$ cat src/shared/csdae_pkg.sv
package csdae_pkg;

    // opcode fields of the 16-bit instruction word
    localparam int OPC_MSB = 15;
    localparam int OPC_LSB = 9;
    localparam int ACC_BIT = 8;
    localparam logic [6:0] OPC_CMP_LESS = 7'h30;
    localparam logic [6:0] OPC_CMP_EQUAL = 7'h31;
    localparam logic [6:0] OPC_CMP_GREATER = 7'h32;
    localparam logic [15:0] OPC_DECIMAL_ADJUST = 16'h0007;

    // access bank layout when the access bit is clear
    localparam logic [7:0] ACCESS_SPLIT = 8'h80;
    localparam logic [3:0] ACCESS_LOW_BANK = 4'h0;
    localparam logic [3:0] ACCESS_HIGH_BANK = 4'hf;

    // decimal adjust constants
    localparam logic [3:0] DAW_LIMIT = 4'h9;
    localparam logic [4:0] DAW_STEP = 5'h06;

    // reset values
    localparam logic [7:0] BYTE_RESET = 8'h00;
    localparam logic [11:0] ADDR_RESET = 12'h000;

    typedef enum logic [1:0] {
        Q1 = 2'b00,
        Q2 = 2'b01,
        Q3 = 2'b10,
        Q4 = 2'b11
    } csdae_quarter_t;

    typedef enum logic [1:0] {
        CYC_EXEC = 2'b00,
        CYC_NOP1 = 2'b01,
        CYC_NOP2 = 2'b10
    } csdae_cycle_t;

    typedef struct packed {
        logic isEq;
        logic isGt;
        logic isLt;
        logic isDaw;
        logic access;
        logic [7:0] addr;
    } csdae_dec_t;

    typedef struct packed {
        logic read;
        logic [11:0] addr;
    } csdae_memreq_t;

    typedef struct packed {
        logic workWr;
        logic [7:0] workVal;
        logic carryWr;
        logic carryVal;
    } csdae_wres_t;

endpackage

$ cat src/design/csdae_nibble_adj.sv
`timescale 1ns/10ps
module csdae_nibble_adj (
    // nibble and correction request
    input wire logic [3:0] nib,
    input wire logic forceAdj,
    input wire logic carryIn,
    // corrected nibble
    output logic [3:0] sum,
    output logic carryOut
);
    wire needAdj;
    wire [4:0] total;

    assign needAdj = (nib > csdae_pkg::DAW_LIMIT) || forceAdj;
    assign total = {1'b0, nib} + (needAdj ? csdae_pkg::DAW_STEP : 5'h00) + {4'h0, carryIn};
    assign sum = total[3:0];
    assign carryOut = total[4];
endmodule

$ cat src/design/csdae_exec.sv
// Overview of operation
// [RL1] decode 0110010a as compare greater skip
// [RL2] greater skip: unsigned, register strictly larger
// [RL3] decode 0110000a as compare less skip
// [RL4] less skip: unsigned, register strictly smaller
// [RL5] compares subtract, no flags, no writes
// [RL6] access bit 0 access bank, else bank select
// [RL7] skip discards fetched word, one no-op cycle
// [RL8] one word; one cycle, two if skipping
// [RL9] two-word skipped instruction: two no-op cycles
// [RL10] equal skip: skip next when equal only
// [RL11] decode 0110001a as compare equal skip
// [RL12] low nibble plus 6 if over 9 or digit carry
// [RL13] high nibble plus 6 if over 9 or carry
// [RL14] decimal adjust on working register, one cycle
// [RL15] decimal adjust sets carry on overflow only; code also keeps carry set if it was already set
// [RL16] decode, read, compare, no write quarters
`timescale 1ns/10ps
module csdae_exec (
    // clock and reset
    input wire logic clk_sys,
    input wire logic rst_n,
    // instruction stream
    input wire logic [15:0] instrWord,
    input wire logic nextTwoWord,
    // data memory
    output csdae_pkg::csdae_memreq_t memReq,
    input wire logic [7:0] memData,
    // core state
    input wire logic [7:0] workReg,
    input wire logic carryFlag,
    input wire logic digitCarryFlag,
    input wire logic [3:0] bankSelect,
    // results
    output csdae_pkg::csdae_wres_t wres,
    // sequencing
    output csdae_pkg::csdae_quarter_t quarter,
    output logic discardFetch,
    output logic nopCycle
);
    csdae_pkg::csdae_quarter_t quarter_q, quarter_d;
    csdae_pkg::csdae_cycle_t cyc_q, cyc_d;
    csdae_pkg::csdae_dec_t dec_q, dec_d;
    csdae_pkg::csdae_memreq_t memReq_q, memReq_d;
    csdae_pkg::csdae_wres_t wres_q, wres_d;
    logic [7:0] rdData_q;
    logic [7:0] dawSrc_q;
    logic dawCarry_q;
    logic dawDigit_q;
    logic discard_q;
    logic twoWord_q;
    logic nop_q;

    wire execCyc;
    wire atQ1;
    wire atQ2;
    wire atQ3;
    wire atQ4;
    wire isCmp;
    wire [8:0] diff;
    wire cmpEq;
    wire cmpLt;
    wire cmpGt;
    wire skipNow;
    wire [3:0] bankSel;
    wire [3:0] lowAdj;
    wire [3:0] highAdj;
    wire lowCarry;
    wire highCarry;

    assign execCyc = (cyc_q == csdae_pkg::CYC_EXEC);
    assign atQ1 = (quarter_q == csdae_pkg::Q1);
    assign atQ2 = (quarter_q == csdae_pkg::Q2);
    assign atQ3 = (quarter_q == csdae_pkg::Q3);
    assign atQ4 = (quarter_q == csdae_pkg::Q4);
    assign isCmp = dec_q.isEq || dec_q.isGt || dec_q.isLt;

    // [RL1] [RL3] [RL11] opcode decode
    assign dec_d.isGt = (instrWord[csdae_pkg::OPC_MSB:csdae_pkg::OPC_LSB] == csdae_pkg::OPC_CMP_GREATER);
    assign dec_d.isLt = (instrWord[csdae_pkg::OPC_MSB:csdae_pkg::OPC_LSB] == csdae_pkg::OPC_CMP_LESS);
    assign dec_d.isEq = (instrWord[csdae_pkg::OPC_MSB:csdae_pkg::OPC_LSB] == csdae_pkg::OPC_CMP_EQUAL);
    assign dec_d.isDaw = (instrWord == csdae_pkg::OPC_DECIMAL_ADJUST);
    assign dec_d.access = instrWord[csdae_pkg::ACC_BIT];
    assign dec_d.addr = instrWord[7:0];

    // [RL6] bank selection
    assign bankSel = dec_d.access ? bankSelect :
                     (dec_d.addr < csdae_pkg::ACCESS_SPLIT) ? csdae_pkg::ACCESS_LOW_BANK :
                     csdae_pkg::ACCESS_HIGH_BANK;

    // [RL16] read request in the second quarter
    assign memReq_d.read = execCyc && atQ1 && (dec_d.isEq || dec_d.isGt || dec_d.isLt);
    assign memReq_d.addr = memReq_d.read ? {bankSel, instrWord[7:0]} : csdae_pkg::ADDR_RESET;

    // [RL5] register minus working register
    assign diff = {1'b0, rdData_q} - {1'b0, workReg};
    assign cmpEq = (diff == 9'h000);
    assign cmpLt = diff[8];
    assign cmpGt = !cmpLt && !cmpEq;

    // [RL2] [RL4] [RL10] skip decision
    assign skipNow = execCyc && atQ3 &&
                     ((dec_q.isGt && cmpGt) || (dec_q.isLt && cmpLt) || (dec_q.isEq && cmpEq));

    // [RL12] [RL13] nibble corrections
    csdae_nibble_adj u_low (
        .nib(dawSrc_q[3:0]),
        .forceAdj(dawDigit_q),
        .carryIn(1'b0),
        .sum(lowAdj),
        .carryOut(lowCarry)
    );

    csdae_nibble_adj u_high (
        .nib(dawSrc_q[7:4]),
        .forceAdj(dawCarry_q),
        .carryIn(lowCarry),
        .sum(highAdj),
        .carryOut(highCarry)
    );

    // [RL14] [RL15] write working register and carry in Q4
    assign wres_d.workWr = execCyc && atQ3 && dec_q.isDaw;
    assign wres_d.workVal = wres_d.workWr ? {highAdj, lowAdj} : csdae_pkg::BYTE_RESET;
    assign wres_d.carryWr = wres_d.workWr;
    assign wres_d.carryVal = wres_d.workWr && (highCarry || dawCarry_q);

    assign quarter_d = csdae_pkg::csdae_quarter_t'(quarter_q + 2'b01);

    // [RL7] [RL8] [RL9] no-op cycle sequencing
    always_comb begin
        cyc_d = cyc_q;
        if (atQ4) begin
            case (cyc_q)
                csdae_pkg::CYC_EXEC: begin
                    if (discard_q) begin
                        cyc_d = csdae_pkg::CYC_NOP1;
                    end
                end
                csdae_pkg::CYC_NOP1: begin
                    cyc_d = twoWord_q ? csdae_pkg::CYC_NOP2 : csdae_pkg::CYC_EXEC;
                end
                csdae_pkg::CYC_NOP2: begin
                    cyc_d = csdae_pkg::CYC_EXEC;
                end
                default: begin
                    cyc_d = csdae_pkg::CYC_EXEC;
                end
            endcase
        end
    end

    always_ff @(posedge clk_sys) begin
        if (!rst_n) begin
            quarter_q <= csdae_pkg::Q1;
            cyc_q <= csdae_pkg::CYC_EXEC;
            nop_q <= 1'b0;
        end else begin
            quarter_q <= quarter_d;
            cyc_q <= cyc_d;
            nop_q <= (cyc_d != csdae_pkg::CYC_EXEC);
        end
    end

    always_ff @(posedge clk_sys) begin
        if (!rst_n) begin
            dec_q <= '0;
        end else if (execCyc && atQ1) begin
            dec_q <= dec_d;
        end else if (atQ4 || !execCyc) begin
            dec_q <= '0;
        end
    end

    always_ff @(posedge clk_sys) begin
        if (!rst_n) begin
            memReq_q <= '0;
        end else begin
            memReq_q <= memReq_d;
        end
    end

    always_ff @(posedge clk_sys) begin
        if (!rst_n) begin
            rdData_q <= csdae_pkg::BYTE_RESET;
            dawSrc_q <= csdae_pkg::BYTE_RESET;
            dawCarry_q <= 1'b0;
            dawDigit_q <= 1'b0;
        end else if (execCyc && atQ2) begin
            rdData_q <= memData;
            dawSrc_q <= workReg;
            dawCarry_q <= carryFlag;
            dawDigit_q <= digitCarryFlag;
        end
    end

    always_ff @(posedge clk_sys) begin
        if (!rst_n) begin
            discard_q <= 1'b0;
            twoWord_q <= 1'b0;
            wres_q <= '0;
        end else begin
            discard_q <= skipNow;
            wres_q <= wres_d;
            if (skipNow) begin
                twoWord_q <= nextTwoWord;
            end
        end
    end

    assign memReq = memReq_q;
    assign wres = wres_q;
    assign quarter = quarter_q;
    assign discardFetch = discard_q;
    assign nopCycle = nop_q;
endmodule

$ cat config.mk
export PLATFORM = sky130hd
export DESIGN_NAME = csdae_exec
export DESIGN_NICKNAME = d
export VERILOG_FILES = /design/src/shared/csdae_pkg.sv /design/src/design/csdae_nibble_adj.sv /design/src/design/csdae_exec.sv
export SDC_FILE = /design/constraint.sdc
export NUM_CORES = 1
export LEC_CHECK = 0
export ABC_CLOCK_PERIOD_IN_PS = 3040
export BUFFER_PORTS_ARGS = -buffer_cell sky130_fd_sc_hd__buf_2
export CAP_MARGIN = 30
export CORE_ASPECT_RATIO = 1.4
export CORE_MARGIN = 2
export CORE_UTILIZATION = 52
export DETAILED_ROUTE_END_ITERATION = 10
export PLACE_DENSITY = 0.8
export SETUP_SLACK_MARGIN = 0.3
export SLEW_MARGIN = 10
export SYNTH_ARGS = -nofsm -noshare
export SYNTH_HDL_FRONTEND = slang
export SYNTH_SLANG_ARGS = --single-unit
$ cat constraint.sdc
create_clock -name clk_sys -period 3.04 [get_ports clk_sys]
set_input_delay 0.608 -clock clk_sys [delete_from_list [all_inputs] [get_ports clk_sys]]
set_output_delay 0.608 -clock clk_sys [all_outputs]
set_load 0.02 [all_outputs]
==> metrics.md, run 1 <==
| Metric | Value |
|---|---|
| Crit end category | flip-flop |
| GPL Wtd Cong | roughly 0.79 |
| Num ports | 69 |
| Synth area leaders | dfxtp_1, ha_1, nand2_1, a21boi_0, and2_1 |
| Vias in the first global route | just over 2000 |
| Yosys reg bits | between 50 and 60 |
| Reg power frac | 0.508 |
| DRT antenna net count | 0 |
| DR vias/cell | 5.13 |
| Pre-CTS setup slack | 0.298 ns |
| Post-synth top area share | 0.420 |
| Max-cap viol count | 0 |
| CTS clk-pin slew, worst paths | 0.09 ns |
| Largest net degree at the start of global routing | 33 |
| Post-synth cell types | 48 |
| Sequential Area | 1040 sq um |
| Core ar. | 4570 sq um |
| Period utilization | 0.811 |
| Total number of vias | 2072 |
| Grt total ovfl | 0 |
| # clock sinks | 52 |
| Net switching power | between 0.0003 and 0.0004 W |
| Setup violators final | 0 |
| Warnings, synthesis | 0 |
| Final hold viol count | 0 |
| Diode count | 0 |
| H-tree depth | 2 |
| Rel. slew slack | 0.525 |
| WP data required | around 3.2 ns |
| CTS root buffer | clkbuf_8 |
| Max Slew Vio Count | 0 |
| Most frequent cells in the layout | buf_2, dfxtp_1, nand2_1, a21boi_0, ha_1 |
| Max Root-Sink Buffers | 2 |
| Area grow syn2layout | 19.9% |
| Footprint of the multi-input gates | 1330 sq um |
| Wire length per cell | 12.4 um |
| Outcome | finished, final reports clean |
| Critical path arrival | 2.67 ns |
| Post-CTS setup buffer count | 0 |
| Synthesized area | 2480 sq um |
| Sequential fraction of the synthesis area | 0.420 |
| Synth Flop Type | dfxtp_1 |
| Clk_lat worst skew | 0.30 ns |
| Synth area leader | dfxtp_1 |
| Cts repair resizes | 0 |
| Initial Utilization | 0.542 |
| DP HPWL | 3880 um |
| Drt drc | 0 |
| CTS tree | built |
| Post-CTS Hold Fix Bufs | 0 |
| Post-route minimum period | 2.46 ns |
| Cells after Synth | 274 |
| Fillers | 403 |
| Syn_area_per_cell | 9.04 sq um |
| Comb power frac | 0.143 |
| CTS Buf Count | 5 |
| Peak Freq | 406 MHz |
| Peak supply drop | 236 uV |
| Pwr per Cell Area | 473 nW/um^2 |
| Post-synth EDFFs | 0 |
| Tot GR Track Use | 0.195 |
| R2R setup slack | 0.63 ns |
| Drt initial violations | 42 |
| Worst-Margin Slew | 0.707 ns |
| Die height | between 80 and 90 um |
| RSZ-0062 raised after global routing | no |
| R2R depth | 10 |
| Initial antenna violation count | 0 |
| Crit path launch type | primary input |
| Sw Share | 0.247 |
| Setup slack after layout | between 0.5 and 0.6 ns |
| WL final | roughly 5000 um |
| First-pass GRT wire length | 8300 um |
| Clock Power Share | 0.349 |
| Num rows | 29 |
| Syn Nets | 335 |
| Async S/R FF share, synth | 0 |
| Cell internal pwr | 0.00106 W |
| Hold Path Stages | 1 |
| Hold Crit Class | flip-flop to flip-flop |
| Most common cell after layout, fill and taps aside | buf_2 |
| Total die area | between 5000 and 6000 sq um |
| Number of detailed-routing iterations run before antenna repair | 4 |
| Port bufs | just under 70 |
| Critical path type | primary input to flip-flop |
| Worst-path fanout max | 4 |
| DIE WIDTH | about 62 um |
| Total negative slack | 0 ns |
| Hold slack | 0.462 ns |
| Final Skew | about 0.004 ns |
| Layout cells sized above 1 | 0.234 |
| Lkg Pwr | 1.44 nW |
| # nets final | between 400 and 500 |
## metrics by stage
stage	instances	util	total power (W)	area, sq um
finish	404	0.650	0.00140	2970
global route	404	0.650	0.00147	2970
global placement	396	0.623	0.000923	2850
floorplan	274	-	0.000867	2480
detailed placement	396	0.623	0.000929	2850
CTS	404	0.650	0.00142	2970
## worst max-delay path: stages
cell      delay (ns)
buf_2           0.12
ha_1            0.22
fa_1            0.40
and2b_1         0.27
o221ai_1        0.18
a211oi_1        0.31
nand2_1         0.10
a41o_1          0.21
o211a_1         0.13
mux2i_1         0.12
## state kept, by name, summed over array words and instances (netlist names)
signal and flops:
dawSrc_q 8, dawDigit_q 1, dawCarry_q 1, wres 10, rdData_q 8, quarter 2, dec_q 4, nopCycle 1
twoWord_q 1, discardFetch 1, memReq 13, cyc_q 2
## area by class of cell
class | count | share of cell area
clock buffer | 6 | 0.0278
clock inverter | 2 | 0.0131
inverter | 15 | 0.0190
multi-input combinational | 199 | 0.449
sequential | 52 | 0.350
tap | 62 | 0.0261
timing repair buffer | 68 | 0.115
## power groups by stage
stage               logic [W]  registers (W)  clock network [W]
floorplan            0.000137       0.000729                  0
global placement     0.000195       0.000728                  0
global route         0.000228       0.000716           0.000528
finish               0.000200       0.000713           0.000491
detailed placement   0.000200       0.000729                  0
CTS                  0.000202       0.000713           0.000502
## per-layer routing
layer / vias to the layer above / share of wire / global-route usage
li1: 1067 / - / -
met1: 960 / 0.40 / 0.195
met2: 33 / 0.55 / 0.379
met3: 12 / 0.023 / 0.0407
met4: 0 / 0.029 / 0.0990
met5: - / 0 / 0
## path summary, 6_finish.rpt
check	startpoint	end
setup / recovery	workReg[0]	twoWord_q
hold / removal	dawSrc_q[0]	wres[2]
setup reg to reg	rdData_q[0]	twoWord_q
hold reg to reg	dawSrc_q[0]	wres[2]
## synth_stat cells (3+ instances only)
| library cell | n |
|---|---|
| dfxtp_1 | 52 |
| xnor2_1 | 4 |
| nand4_1 | 3 |
| nand2_1 | 48 |
| a21oi_1 | 12 |
| o21ai_0 | 4 |
| fa_1 | 3 |
| and2_1 | 15 |
| or2_2 | 3 |
| nand3_1 | 5 |
| nor4b_1 | 4 |
| a21o_1 | 4 |
| nand2b_1 | 6 |
| nor2_1 | 8 |
| clkbuf_1 | 3 |
| nor2b_1 | 10 |
| inv_1 | 15 |
| ha_1 | 17 |
| a21boi_0 | 19 |
## cell families after synthesis
group	count (synthesis)	synth area share
multiplexers	1	0.00404
AO/OA/AOI/OAI	57	0.164
adder cells (fa/ha/maj)	20	0.110
XOR/XNOR	6	0.0212
AND/OR/NAND/NOR	115	0.239
buffers and inverters	23	0.0414
flip-flops	52	0.420
Note: power is estimated with default switching activity, not from simulation.
==> run 2: changes to the inputs <==
--- a/config.mk
+++ b/config.mk
@@ -5,7 +5,7 @@
 export SDC_FILE = /design/constraint.sdc
 export NUM_CORES = 1
 export LEC_CHECK = 0
-export ABC_CLOCK_PERIOD_IN_PS = 3040
+export ABC_CLOCK_PERIOD_IN_PS = 2400
 export BUFFER_PORTS_ARGS = -buffer_cell sky130_fd_sc_hd__buf_2
 export CAP_MARGIN = 30
 export CORE_ASPECT_RATIO = 1.4
==> constraint.sdc (replaced) <==
create_clock -name clk_sys -period 2.4 [get_ports clk_sys]
set_input_delay 0.48 -clock clk_sys [delete_from_list [all_inputs] [get_ports clk_sys]]
set_output_delay 0.48 -clock clk_sys [all_outputs]
set_load 0.02 [all_outputs]
==> metrics.md, run 2 (same netlist as run 1, synthesis figures left out) <==
| Metric | Value |
|---|---|
| Grt total ovfl | 0 |
| Cell internal pwr | about 0.0012 W |
| Net switching power | 0.000457 W |
| WL final | 5270 um |
| Core ar. | 4570 sq um |
| Initial antenna violation count | 0 |
| # clock sinks | 52 |
| Critical path, cell by cell | inv_2 -> ha_4 -> fa_2 -> and2b_2 -> o211a_1 -> o211ai_2 -> and3_1 -> o21bai_1 -> o211a_1 -> mux2i_1 |
| DIE WIDTH | 62.3 um |
| Lkg Pwr | about 1.5 nW |
| Num rows | 29 |
| Number of flip-flops in the largest register | 13 |
| Sw Share | 0.272 |
| Final Skew | a little under 0.007 ns |
| Setup violators final | 0 |
| Most common cell after layout, fill and taps aside | buf_2 |
| Total negative slack | 0 ns |
| Pwr per Cell Area | 552 nW/um^2 |
| Total power | 0.00168 W |
| CTS root buffer | clkbuf_8 |
| Worst path max stage delay | roughly 0.34 ns |
| Critical path's most frequent cell | o211a_1 |
| Post-route minimum period | roughly 2.1 ns |
| Max Root-Sink Buffers | 2 |
| Critical path arrival | 2.39 ns |
| Area grow syn2layout | 23.1% |
| Critical path type | flip-flop to flip-flop |
| Clock Power Share | 0.292 |
| Peak supply drop | just under 400 uV |
| # nets final | 409 |
| Crit path launch type | flip-flop |
| Drt drc | 0 |
| Comb power frac | 0.171 |
| Setup slack after layout | 0.251 ns |
| Worst path slowest cell | dfxtp_2 |
| CP startpoint | rdData_q[0] |
| Diode count | 0 |
| R2R setup slack | 0.25 ns |
| Outcome | finished, final reports clean |
| Most frequent cells in the layout | buf_2, dfxtp_1, nand2_1, a21boi_0 |
| Vias in the first global route | 2090 |
| Max-cap viol count | 0 |
| Peak Freq | 465 MHz |
| CTS tree | built |
| Reg power frac | 0.537 |
| H-tree depth | 2 |
| First-pass GRT wire length | 8830 um |
| WP buf/inv | 1 |
| Die height | 85.7 um |
| Worst-Margin Slew | 0.776 ns |
| Num ports | 69 |
| Layout cells sized above 1 | 0.281 |
| Min-delay src | instrWord[2] |
| Clk_lat worst skew | a little over 0.3 ns |
| Total die area | 5340 sq um |
| Port bufs | 68 |
| Max Slew Vio Count | 0 |
| Number of detailed-routing iterations run before antenna repair | 4 |
| CTS clk-pin slew, worst paths | around 0.090 ns |
| GPL Wtd Cong | 0.882 |
| CTS Buf Count | 5 |
| Crit end category | flip-flop |
| Hold Crit Class | primary input to flip-flop |
| Period utilization | 0.896 |
| Wire length per cell | 12.8 um |
| R2r startpoint | rdData_q[0] |
| Hold slack | 0.379 ns |
| RSZ-0062 raised after global routing | yes |
| Total number of vias | 2159 |
| Worst-path fanout max | 4 |
| Largest net degree at the start of global routing | 33 |
| Final hold viol count | 0 |
| Initial Utilization | 0.542 |
| Tot GR Track Use | 0.205 |
| DR vias/cell | 5.25 |
| Top delay family on crit path | compound AO/OA/AOI/OAI gates |
| DRT antenna net count | 0 |
| Pre-CTS setup slack | -0.0321 ns |
| Rel. slew slack | 0.478 |
| Drt initial violations | 72 |
| WP data required | 2.64 ns |
| DP HPWL | 4050 um |
[run 2: routing by layer]
metal | up-vias | share of wire | global-route usage
met5 | - | 0 | 0
met3 | 11 | 0.053 | 0.0472
li1 | 1086 | - | -
met4 | 0 | 0.024 | 0.0768
met2 | 67 | 0.52 | 0.390
met1 | 995 | 0.40 | 0.221
[run 2: cell type report]
type / instances / area, sq um
Fill cell: 413 / 1520
Multi-Input combinational cell: 199 / 1400
Sequential cell: 52 / 1040
Timing Repair Buffer: 75 / 393
Tap cell: 62 / 77.6
Clock buffer: 7 / 76.3
Inverter: 15 / 56.3
Clock inverter: 1 / 8.76
[run 2: worst paths after layout]
path,to,depth (start not counted)
hold reg to reg,wres[2],1
setup / recovery,twoWord_q,10
hold / removal,memReq[2],2
setup reg to reg,twoWord_q,10
[run 2: stage by stage]
step | util | area [sq um] | std cells
5_1_grt | 0.667 | 3050 | 411
2_1_floorplan | - | 2500 | 274
3_3_place_gp | 0.636 | 2910 | 400
4_1_cts | 0.660 | 3020 | 410
6_report | 0.667 | 3050 | 411
3_5_place_dp | 0.636 | 2910 | 400
[run 2: power groups by stage]
stage	sequential, W	combinational, W	clock (W)
global route	0.000908	0.000326	0.000535
global placement	0.000923	0.000264	0
floorplan	0.000924	0.000180	0
CTS	0.000904	0.000281	0.000503
finish	0.000904	0.000288	0.000492
detailed placement	0.000924	0.000272	0
[run 2: repair_timing]
action                                 CTS  global route
buffers inserted                         2             1
endpoints found under the hold margin    0             0
setup endpoints to repair                4            13
gates resized for setup                  4             6
hold buffers                             0             0
pin swaps                                8            10
